### config.mk
export PLATFORM = sky130hd
export DESIGN_NAME = ccfg_decode
export DESIGN_NICKNAME = d
export VERILOG_FILES = /design/src/core/ccfg_pkg.sv /design/src/core/ccfg_decode.sv
export SDC_FILE = /design/constraint.sdc
export NUM_CORES = 1
export LEC_CHECK = 0
export BUFFER_PORTS_ARGS = -buffer_cell sky130_fd_sc_hd__clkbuf_2
export CORE_MARGIN = 5
export CORE_UTILIZATION = 46
export DETAILED_ROUTE_END_ITERATION = 7
export PLACE_DENSITY = 0.8
export SKIP_CTS_REPAIR_TIMING = 1
export SYNTH_ARGS = -nofsm -noshare
export SYNTH_HDL_FRONTEND = slang
export SYNTH_SLANG_ARGS = --single-unit
### constraint.sdc
create_clock -name I_CORE_CLK -period 2.4 [get_ports I_CORE_CLK]
set_clock_uncertainty 0.05 [all_clocks]
set_input_delay 0 -clock I_CORE_CLK [delete_from_list [all_inputs] [get_ports I_CORE_CLK]]
set_output_delay 0 -clock I_CORE_CLK [all_outputs]
set_load 0.02 [all_outputs]
### src/core/ccfg_pkg.sv
// Package of constants and types for the clock and protection config decoder
//
// Contract
// - Clock word bit 15 one enables two-speed start-up, zero disables it.
// - Watchdog mux bit zero forces low-power RC; one follows watchdog clock select.
// - Initial oscillator field selects the reset clock; code 110 is reserved.
// - Switch field: 1x none, 01 switching only, 00 switching plus fail-safe.
// - With primary mode 11 or 00, pin bit one gives half-rate clock out.
// - Watchdog select: 11 LOW_POWER_RC_OSC, 10 fast RC or LOW_POWER_RC_OSC, 01 secondary, 00 system.
// - Code 10 uses 31 kHz fast RC only in windowed mode, LOW_POWER_RC_OSC not system.
// - Primary mode: 11 off, 10 high-speed crystal, 01 crystal, 00 external clock.
// - Segment end one protects boundary to last page; zero protects zero to boundary.
// - Config page protect zero with segments enabled protects last page and words.
// - With segments enabled, segment end one or boundary at config page always protects that page.
// - Segment disable one turns protection off; zero enforces the defined segment.
// - Brown-out bit one enables brown-out reset except in Deep Sleep.
// - PLL feed bit: one primary oscillator, zero fast RC; only when PLL unused.
// - Window width: 11 25, 10 37.5, 01 50, 00 75 percent.
// - Secondary select one uses crystal; zero is digital clock input mode.
// - Boundary field counts 512-word pages; address is field times page size.
// - Alternate comparator bit one puts C inputs on B13, B9, A0; else B9.
// - Bits 23 to 16 of both words read back as one.
// - Every device reset reloads both words from the top of program memory.
package ccfg_pkg;

	// Word layout
	localparam int CW_WIDTH = 24;
	localparam int ADDR_WIDTH = 24;
	localparam logic [7:0] UNIMPL_ONES = 8'hFF;

	// Clock word fields
	localparam int CK_TWO_SPEED = 15;
	localparam int CK_WDOG_MUX = 13;
	localparam int CK_ALT_CMP = 12;
	localparam int CK_OSC_LSB = 8;
	localparam int CK_SWITCH_LSB = 6;
	localparam int CK_OSC_PIN = 5;
	localparam int CK_WDCLK_LSB = 3;
	localparam int CK_POSC_LSB = 0;

	// Protection word fields
	localparam int WP_END = 15;
	localparam int WP_CFG = 14;
	localparam int WP_DIS = 13;
	localparam int WP_BOR = 12;
	localparam int WP_PLL_FEED_SELECT = 11;
	localparam int WP_WIN_LSB = 9;
	localparam int WP_SECONDARY_OSC = 8;
	localparam int WP_PAGE_LSB = 0;
	localparam int PAGE_BITS = 7;

	// Pages hold 512 instruction words, two address units each
	localparam int PAGE_WORDS = 512;
	localparam int PAGE_SHIFT = 10;

	// Default flash locations of the two words (large variant)
	localparam logic [23:0] CLOCK_WORD_ADDR = 24'h0157FC;
	localparam logic [23:0] PROT_WORD_ADDR = 24'h0157FA;
	localparam logic [6:0] LAST_PAGE = 7'h55;

	// Port pin codes for comparator C inputs
	localparam logic [1:0] PIN_B9 = 2'h0;
	localparam logic [1:0] PIN_B13 = 2'h1;
	localparam logic [1:0] PIN_A0 = 2'h2;

	// Window in eighths of the period
	localparam logic [2:0] WIN_25 = 3'h2;
	localparam logic [2:0] WIN_37 = 3'h3;
	localparam logic [2:0] WIN_50 = 3'h4;
	localparam logic [2:0] WIN_75 = 3'h6;

	typedef enum logic [2:0] {
		CCFG_OSC_FRC, CCFG_OSC_FRC_PLL, CCFG_OSC_PRI, CCFG_OSC_PRI_PLL,
		CCFG_OSC_SEC, CCFG_OSC_LOW_POWER_RC_OSC, CCFG_OSC_RSVD, CCFG_OSC_FRC_DIV
	} ccfg_osc_t;

	typedef enum logic [1:0] {
		CCFG_PRI_EXT, CCFG_PRI_XT, CCFG_PRI_HS, CCFG_PRI_OFF
	} ccfg_pri_t;

	typedef enum logic [1:0] {
		CCFG_WD_LOW_POWER_RC_OSC, CCFG_WD_FRC31, CCFG_WD_SEC, CCFG_WD_SYS
	} ccfg_wdclk_t;

	// Clock-side decoded settings
	typedef struct packed {
		logic two_speed_startup_en;
		ccfg_osc_t initial_osc_sel;
		logic osc_reserved;
		logic clock_switch_en;
		logic fail_safe_en;
		logic clock_out_en;
		ccfg_pri_t primary_osc_mode;
		logic secondary_osc_crystal;
		logic pll_feed_primary;
	} ccfg_clk_t;

	// Protection-side decoded settings
	typedef struct packed {
		logic protect_en;
		logic [23:0] low_addr;
		logic [23:0] high_addr;
		logic config_page_protected;
		logic brownout_reset_en;
	} ccfg_prot_t;

	// Comparator C input placement
	typedef struct packed {
		logic [1:0] comparator1_c_input;
		logic [1:0] comparator2_c_input;
		logic [1:0] comparator3_c_input;
	} ccfg_cmp_t;

endpackage

### src/core/ccfg_decode.sv
// Reset-time loader and decoder of the clock and protection config words
`timescale 1ns/1ps
`default_nettype none
module ccfg_decode
	import ccfg_pkg::*;
(
	// Clock and reset
	input wire logic I_CORE_CLK,
	input wire logic I_RST,
	// Flash read port
	output logic [ADDR_WIDTH-1:0] O_FLASH_ADDR,
	output logic O_FLASH_RD,
	input wire logic [CW_WIDTH-1:0] I_FLASH_DATA,
	input wire logic I_FLASH_VALID,
	// Run-time watchdog and PLL context
	input wire logic I_SLEEP,
	input wire logic I_WDOG_WINDOWED,
	input wire logic I_SYS_CLK_IS_LOW_POWER_RC_OSC,
	input wire logic I_PLL_IN_USE,
	// Loaded words read back and load-done flag
	output logic [CW_WIDTH-1:0] O_CLOCK_WORD,
	output logic [CW_WIDTH-1:0] O_PROT_WORD,
	output logic O_LOAD_DONE,
	// Decoded settings
	output ccfg_clk_t O_CLK_CFG,
	output ccfg_prot_t O_PROT_CFG,
	output ccfg_cmp_t O_CMP_CFG,
	output ccfg_wdclk_t O_WDOG_CLK,
	output logic [2:0] O_WDOG_WINDOW,
	output logic O_PLL_FEED_PRIMARY
);

	typedef enum logic [1:0] {ST_CLOCK, ST_PROT, ST_DONE} ccfg_state_t;

	ccfg_state_t state;
	logic [15:0] clock_word;
	logic [15:0] prot_word;
	logic [2:0] osc_code;
	logic [1:0] switch_code;
	logic [1:0] posc_code;
	logic [1:0] wdclk_code;
	logic [1:0] win_code;
	logic [PAGE_BITS-1:0] page;
	logic pll_feed;
	ccfg_clk_t next_clk;
	ccfg_prot_t next_prot;
	ccfg_cmp_t next_cmp;
	logic load_done_q;

	// Load sequencer: restarts on every reset, one read per word
	always_ff @(posedge I_CORE_CLK or posedge I_RST) begin
		if (I_RST) begin
			state <= ST_CLOCK;
		end else begin
			unique case (state)
				ST_CLOCK: if (I_FLASH_VALID) state <= ST_PROT;
				ST_PROT: if (I_FLASH_VALID) state <= ST_DONE;
				ST_DONE: state <= ST_DONE;
			endcase
		end
	end

	// Raw word capture; erased flash reads as ones, so that is the reset value
	always_ff @(posedge I_CORE_CLK or posedge I_RST) begin
		if (I_RST) begin
			clock_word <= 16'hFFFF;
			prot_word <= 16'hFFFF;
		end else if (I_FLASH_VALID) begin
			if (state == ST_CLOCK)
				clock_word <= I_FLASH_DATA[15:0];
			else if (state == ST_PROT)
				prot_word <= I_FLASH_DATA[15:0];
		end
	end

	// Flash requests are held until the array answers
	assign O_FLASH_RD = (state != ST_DONE);
	assign O_FLASH_ADDR = (state == ST_PROT) ? PROT_WORD_ADDR : CLOCK_WORD_ADDR;
	assign O_LOAD_DONE = (state == ST_DONE);

	// Upper byte is unimplemented and always reads as ones
	assign O_CLOCK_WORD = {UNIMPL_ONES, clock_word};
	assign O_PROT_WORD = {UNIMPL_ONES, prot_word};

	// Field extraction
	assign osc_code = clock_word[CK_OSC_LSB +: 3];
	assign switch_code = clock_word[CK_SWITCH_LSB +: 2];
	assign posc_code = clock_word[CK_POSC_LSB +: 2];
	assign wdclk_code = clock_word[CK_WDCLK_LSB +: 2];
	assign win_code = prot_word[WP_WIN_LSB +: 2];
	assign page = prot_word[WP_PAGE_LSB +: PAGE_BITS];
	// Reserved bits (clock 11 and 2, protection 7) are not decoded
	// Top page bit is used as loaded; small parts keep it zero

	// Clock settings decode
	always_comb begin
		next_clk.two_speed_startup_en = clock_word[CK_TWO_SPEED];
		next_clk.initial_osc_sel = ccfg_osc_t'(osc_code);
		next_clk.osc_reserved = (osc_code == 3'h6);
		next_clk.clock_switch_en = ~switch_code[1];
		next_clk.fail_safe_en = (switch_code == 2'h0);
		next_clk.primary_osc_mode = ccfg_pri_t'(posc_code);
		// Pin bit only matters when the oscillator pins are free
		next_clk.clock_out_en = clock_word[CK_OSC_PIN] &
			((posc_code == 2'h3) | (posc_code == 2'h0));
		next_clk.secondary_osc_crystal = prot_word[WP_SECONDARY_OSC];
		next_clk.pll_feed_primary = prot_word[WP_PLL_FEED_SELECT];
	end

	// Protected segment decode; page address is page number shifted up
	always_comb begin
		next_prot.protect_en = ~prot_word[WP_DIS];
		if (prot_word[WP_END]) begin
			next_prot.low_addr = 24'(page) << PAGE_SHIFT;
			next_prot.high_addr = (24'(LAST_PAGE) << PAGE_SHIFT) |
				24'h0003FF;
		end else begin
			next_prot.low_addr = 24'h000000;
			next_prot.high_addr = (24'(page) << PAGE_SHIFT) | 24'h0003FF;
		end
		next_prot.config_page_protected = ~prot_word[WP_DIS] &
			(~prot_word[WP_CFG] | prot_word[WP_END] |
			(page == LAST_PAGE));
		next_prot.brownout_reset_en = prot_word[WP_BOR];
	end

	// Comparator input placement
	always_comb begin
		if (clock_word[CK_ALT_CMP]) begin
			next_cmp.comparator1_c_input = PIN_B13;
			next_cmp.comparator2_c_input = PIN_B9;
			next_cmp.comparator3_c_input = PIN_A0;
		end else begin
			next_cmp.comparator1_c_input = PIN_B9;
			next_cmp.comparator2_c_input = PIN_B9;
			next_cmp.comparator3_c_input = PIN_B9;
		end
	end

	// Decoded outputs are registered and frozen once the load ends;
	// clock settings wait for both words, as two of them live in the
	// protection word
	always_ff @(posedge I_CORE_CLK or posedge I_RST) begin
		if (I_RST) begin
			O_CLK_CFG <= '0;
			O_PROT_CFG <= '0;
			O_CMP_CFG <= '0;
		end else if (state == ST_DONE && !load_done_q) begin
			O_CLK_CFG <= next_clk;
			O_PROT_CFG <= next_prot;
			O_CMP_CFG <= next_cmp;
		end
	end

	// Delayed done marks the single capture cycle
	always_ff @(posedge I_CORE_CLK or posedge I_RST) begin
		if (I_RST)
			load_done_q <= 1'b0;
		else
			load_done_q <= O_LOAD_DONE;
	end

	// Watchdog clock source follows live sleep and window state
	always_ff @(posedge I_CORE_CLK or posedge I_RST) begin
		if (I_RST) begin
			O_WDOG_CLK <= CCFG_WD_LOW_POWER_RC_OSC;
		end else if (!O_LOAD_DONE || !clock_word[CK_WDOG_MUX]) begin
			O_WDOG_CLK <= CCFG_WD_LOW_POWER_RC_OSC;
		end else begin
			unique case (wdclk_code)
				2'h3: O_WDOG_CLK <= CCFG_WD_LOW_POWER_RC_OSC;
				2'h2: O_WDOG_CLK <= (I_WDOG_WINDOWED && !I_SYS_CLK_IS_LOW_POWER_RC_OSC &&
					!I_SLEEP) ? CCFG_WD_FRC31 : CCFG_WD_LOW_POWER_RC_OSC;
				2'h1: O_WDOG_CLK <= CCFG_WD_SEC;
				2'h0: O_WDOG_CLK <= I_SLEEP ? CCFG_WD_LOW_POWER_RC_OSC : CCFG_WD_SYS;
			endcase
		end
	end

	// Window width in eighths of the period
	always_ff @(posedge I_CORE_CLK or posedge I_RST) begin
		if (I_RST) begin
			O_WDOG_WINDOW <= WIN_25;
		end else if (!load_done_q && O_LOAD_DONE) begin
			unique case (win_code)
				2'h3: O_WDOG_WINDOW <= WIN_25;
				2'h2: O_WDOG_WINDOW <= WIN_37;
				2'h1: O_WDOG_WINDOW <= WIN_50;
				2'h0: O_WDOG_WINDOW <= WIN_75;
			endcase
		end
	end

	// PLL feed changes only while the PLL is idle
	assign pll_feed = O_CLK_CFG.pll_feed_primary;
	always_ff @(posedge I_CORE_CLK or posedge I_RST) begin
		if (I_RST)
			O_PLL_FEED_PRIMARY <= 1'b0;
		else if (!I_PLL_IN_USE)
			O_PLL_FEED_PRIMARY <= pll_feed;
	end

endmodule
`default_nettype wire

==> flow_summary.yaml, run 1 <==
run_status:
  status: "finished clean"
die:
  core_area_sq_um: 7687
  die_w_um: 98.65
  io_pins: 180
  row_count: 32
  chipHeight_um: 98.65
  fp.dieArea_sq_um: 9731
  initial_core_util: 0.4702
global_route:
  grt_overflow: 0
  grt_max_degree: 42
  grt_pass1_wl_mm: 11.39
  grt_usage: 0.1469
  first_global_vias: 2228
  antenna_found_initial: 0
logic_synthesis:
  ys_ff_latch: 72
  netlist_top_cells_area: "dfrtp_1, dfstp_2, buf_4"
  ys_types: 29
  seq_area_frac_synth: 0.5099
  synth_top_area_frac: 0.2700
  synth_commonest_cells: "buf_4, dfrtp_1, dfstp_2, nand2_1, mux2_4"
  netlist_instances: 301
  ys.flop_type: "dfrtp_1"
  yosys_warnings: 0
  syn-cell-area_sq_um: 3615
  yosysMostFrequentCell: "buf_4"
  async_flop_share: 1.000
  yosys.area.top_type: "dfrtp_1"
  synth-edff-count: 0
  avgSynthCellArea_sq_um: 12.01
job:
  drv_cap: 0
timing:
  hold_viol: 0
  fmax_mhz: 500.4
  fin_crit_ns: 1.998
  relSlewSlack: 0.5534
  tightest_slew_ns: 0.6690
  tns_ns: 0
  setup_viol: 0
  rsz0062_at_grt: "false"
  finalMaxSlewViolations: 0
  holdWs_ns: 0.03095
  period_share: 0.8327
final_layout:
  nFillCells: 655
  antenna_cells: 0
  drive_above_1_share: 0.4855
  stdcell_area_sq_um: 4258
  finalNonFillerCells: 516
  syn_to_final_growth_pct: 17.79
  multi_input_area_sq_um: 1277
  regArea_sq_um: 1843
  final_nets: 443
power_and_ir_drop:
  cellLeakagePower_nw: 2.226
  power_mw: 6.359
  ir_worst_vdd_v: 0.001030
  cellPowerDensity_nw_per_um2: 1493
placement:
  dp_hpwl_mm: 5.412
  io_buffer_count: 105
  post_dp_cell_area_sq_um: 3844
  gp_congestion: 0.6838
  placed_cells: 480
clock_network:
  clock_sinks: 72
  path_clk_slew_ns: 0.07
  cts_tree: "done"
  cts-root-buf: "clkbuf_8"
  cts_max_path_buffers: 2
  clock_latency_ns: 0.33
  htree_levels: 3
  cts_inserted_buffers: 9
detailed_routing:
  drt_first_pass_iters: 4
  num_vias: 2227
  drt_iter0_drc: 81
  vias_per_cell: 4.316
  wirelength_mm: 7.377
  wl_per_cell_um: 14.30
  drcViolationCount: 0
  antenna_left: 0
setup_path:
  crit-reg2reg-launch: "state[0]"
  end_kind: "flip-flop"
  required_ns: 2.62
  critPathLaunch: "state[0]"
  path_max_fanout: 5
  startpoint_type: "flip-flop"
  critPathArrivalTime_ns: 2.22
  path_class: "reg -> reg"
worst_hold_path:
  hold_start: "I_FLASH_VALID"
  hold_path.class: "in -> reg"
-- final timing paths --
check / endpoint / slack [ns] / cells past startpoint
hold / removal: state[1] / 0.03 / 3
setup reg to reg: O_WDOG_CLK[0] / 0.40 / 5
hold reg to reg: O_WDOG_WINDOW[0] / 0.43 / 2
setup / recovery: O_WDOG_CLK[0] / 0.40 / 5
min in group asynchronous: pll_feed / 0.30 / 3
max in group asynchronous: prot_word[2] / 1.28 / 4
-- cells by family (layout without fill, tap and decap cells) --
logic type | count (synthesis) | in the layout | share of synthesized area
buffers and inverters | 101 | 150 | 0.2039
other | 2 | 66 | 0.002078
multiplexers | 43 | 43 | 0.1589
flip-flops | 72 | 72 | 0.5099
AND/OR/NAND/NOR | 51 | 51 | 0.06784
adder cells (fa/ha/maj) | 3 | 3 | 0.01039
XOR/XNOR | 1 | 1 | 0.002423
AO/OA/AOI/OAI | 28 | 28 | 0.04466
-- critical path: stages (launching register included) --
cell and delay, ns:
dfrtp_1 0.40, inv_1 0.09, ha_1 0.25, nand2_1 0.11
a2111oi_0 0.41, dlygate4sd3_1 0.63
-- final cells by class --
class / instances / area share
Clock buffer: 13 / 0.03497
Sequential cell: 72 / 0.4329
Inverter: 6 / 0.005289
Clock inverter: 3 / 0.01528
Multi-Input combinational cell: 192 / 0.3000
Timing Repair Buffer: 128 / 0.1816
Tap cell: 102 / 0.02997
-- cell usage in the layout, fill, tap and decap left out, types with 2 or more instances in the layout --
master         instances
clkbuf_8              10
nor2b_1                3
dlygate4sd3_1         20
clkbuf_2             105
dfstp_2               33
nand2_1               31
dfrtp_1               39
ha_1                   3
buf_12                 2
nor2_1                 5
inv_1                  5
mux2_4                24
conb_1                66
nand2b_1               6
clkbuf_1               3
bufinv_16              2
mux2_2                19
o21ai_0               21
-- registers in the layout, summed over array words and instances, names as in the netlist --
name                count
O_CLK_CFG              11
O_PROT_CFG             18
state                   2
O_CMP_CFG               1
load_done_q             1
pll_feed                1
clock_word             16
O_WDOG_WINDOW           3
O_PLL_FEED_PRIMARY      1
prot_word              16
O_WDOG_CLK              2
-- power by group --
part | switching (mW) | total, mW | internal, mW
registers | 0.495 | 2.50 | 2.00
logic | 1.63 | 2.83 | 1.20
clock network | 0.418 | 1.03 | 0.614
-- metrics by stage --
step | utilization | worst slack (ns)
3_5_place_dp | 0.5000 | 0.5596
6_report | 0.5539 | 0.4016
5_1_grt | 0.5539 | 0.2270
4_1_cts | 0.5278 | 0.5442
2_1_floorplan | - | 0.5797
3_3_place_gp | 0.5000 | 0.6324
-- routing by layer --
layer,share of wire,GRT usage
met4,0.011,0.05252
met2,0.48,0.2350
met3,0.090,0.04388
met1,0.42,0.1899
met5,0,0
Power figures use the tool's default switching activity.
==> inputs of run 2 (changes only) <==
--- a/config.mk
+++ b/config.mk
@@ -7,9 +7,9 @@
 export LEC_CHECK = 0
 export BUFFER_PORTS_ARGS = -buffer_cell sky130_fd_sc_hd__clkbuf_2
 export CORE_MARGIN = 5
-export CORE_UTILIZATION = 46
+export CORE_UTILIZATION = 42
 export DETAILED_ROUTE_END_ITERATION = 7
-export PLACE_DENSITY = 0.8
+export PLACE_DENSITY = 0.77
 export SKIP_CTS_REPAIR_TIMING = 1
 export SYNTH_ARGS = -nofsm -noshare
 export SYNTH_HDL_FRONTEND = slang
==> constraint.sdc (replaced) <==
create_clock -name I_CORE_CLK -period 1.8 [get_ports I_CORE_CLK]
set_clock_uncertainty 0.05 [all_clocks]
set_input_delay 0 -clock I_CORE_CLK [delete_from_list [all_inputs] [get_ports I_CORE_CLK]]
set_output_delay 0 -clock I_CORE_CLK [all_outputs]
set_load 0.02 [all_outputs]
==> flow_summary.yaml, run 2 (same netlist as run 1, synthesis figures left out) <==
die:
  row_count: 33
  die_w_um: 102.8
  initial_core_util: 0.4355
  fp.dieArea_sq_um: 10560
  core_area_sq_um: 8299
  io_pins: 180
  chipHeight_um: 102.8
placement:
  post_dp_cell_area_sq_um: 3891
  dp_hpwl_mm: 5.539
  io_buffer_count: 105
  placed_cells: 485
  gp_congestion: 0.7277
power_and_ir_drop:
  switching_share: 0.4114
  p_switching_mw: 3.466
  ir_worst_vdd_v: 0.001306
  pwr-share-seq: 0.394
  p_comb_frac: 0.458
  cellLeakagePower_nw: 2.231
  intPower_mw: 4.959
  cellPowerDensity_nw_per_um2: 1960
  p_clk_frac: 0.148
global_route:
  first_global_vias: 2170
  grt_max_degree: 41
  antenna_found_initial: 0
  grt_pass1_wl_mm: 11.07
  grt_usage: 0.1350
  grt_overflow: 0
setup_path:
  cp_cell_sequence: "inv_1 -> ha_1 -> nand3b_4 -> mux2_4"
  path_max_fanout: 16
  slowest_delay_ns: 0.39
  slowest_stage: "mux2_4"
  critPathArrivalTime_ns: 1.81
  startpoint_type: "flip-flop"
  required_ns: 2.02
  path_class: "reg -> reg"
  end_kind: "flip-flop"
job:
  drv_cap: 0
detailed_routing:
  drt_first_pass_iters: 4
  drcViolationCount: 0
  antenna_left: 0
  wl_per_cell_um: 14.39
  num_vias: 2231
  drt_iter0_drc: 157
  wirelength_mm: 7.513
  vias_per_cell: 4.274
timing:
  period_share: 0.8851
  finalMaxSlewViolations: 0
  hold_viol: 0
  fin_crit_ns: 1.593
  rsz0062_at_grt: "false"
  tns_ns: 0
  setup_viol: 0
  fmax_mhz: 627.7
final_layout:
  regArea_sq_um: 1843
  multi_input_area_sq_um: 1277
  reg_top3: "O_PROT_CFG x18, clock_word x16, prot_word x16"
  final_nets: 446
  finalNonFillerCells: 522
  antenna_cells: 0
  final_cell_mix: "clkbuf_2, conb_1, dfrtp_1, dfstp_2, nand2_1"
  drive_above_1_share: 0.4940
  stdcell_area_sq_um: 4298
  nFillCells: 709
  largest_reg_flops: 18
  final_common_cell: "clkbuf_2"
  syn_to_final_growth_pct: 18.90
  regMostFlops: "O_PROT_CFG"
clock_network:
  cts-root-buf: "clkbuf_8"
  cts_max_path_buffers: 2
  clock_sinks: 72
  clock_latency_ns: 0.35
  path_clk_slew_ns: 0.07
  cts_inserted_buffers: 9
  htree_levels: 3
  cts_tree: "done"
worst_hold_path:
  hold_path.class: "in -> reg"
run_status:
  status: "finished clean"
[run 2: changes by cell type in the layout (fill, tap and decap cells not counted), sizes merged]
cell	delta
clkbuf	-4
inv	-1
dlygate4sd3	+1
clkinv	+3
buf	+2
clkinvlp	+3
bufinv	-1
[run 2: through the flow]
stage,power [mW],utilization,setup WS (ns),hold slack [ns]
global placement,7.072,0.4689,0.2675,-0.01528
finish,8.425,0.5179,0.2069,0.03057
detailed placement,7.204,0.4689,0.2180,-0.01710
global route,8.958,0.5179,0.1040,0.03011
floorplan,6.198,-,0.1740,0.03416
CTS,8.466,0.4925,0.2008,-0.3948
[run 2: final timing paths]
kind,from,to,slack [ns],cells past startpoint
max in group asynchronous,I_RST,clock_word[12],0.85,4
setup / recovery,state[0],prot_word[9],0.21,4
min in group asynchronous,I_RST,O_PROT_CFG[15],0.15,3
hold / removal,I_FLASH_VALID,state[1],0.03,3
setup reg to reg,state[0],prot_word[9],0.21,4
hold reg to reg,O_PROT_CFG[14],O_PROT_CFG[14],0.43,2
[run 2: power groups by stage]
| stage | clock (mW) | sequential [mW] | combinational, mW |
|---|---|---|---|
| after detailed placement | 0 | 3.34 | 3.86 |
| final | 1.25 | 3.32 | 3.86 |
| after global placement | 0 | 3.29 | 3.78 |
| after global routing | 1.34 | 3.45 | 4.17 |
| after CTS | 1.27 | 3.32 | 3.87 |
| after floorplan | 0 | 3.89 | 2.30 |
[run 2: layout make-up]
| class | count | share of cell area |
|---|---|---|
| well taps | 105 | 0.03057 |
| multi-input cells | 192 | 0.2972 |
| clock buffers | 9 | 0.02882 |
| flip-flops and latches | 72 | 0.4288 |
| clock inverters | 7 | 0.01689 |
| inverters | 6 | 0.006114 |
| repair buffers | 131 | 0.1916 |
[run 2: critical path, delay by kind of cell, from the launching register on]
family        cells  cell delay, ns
fa+ha+maj         1            0.24
buf+inv           1            0.08
flops             1            0.38
mux               1            0.39
simple gates      1            0.37
[run 2: metal layers]
| metal | vias up | wire [um] | track usage |
|---|---|---|---|
| met1 | 1059 | 3128 | 0.1758 |
| met5 | - | 0 | 0 |
| met3 | 9 | 711 | 0.04533 |
| li1 | 1053 | - | - |
| met4 | 0 | 99 | 0.05279 |
| met2 | 110 | 3573 | 0.2085 |
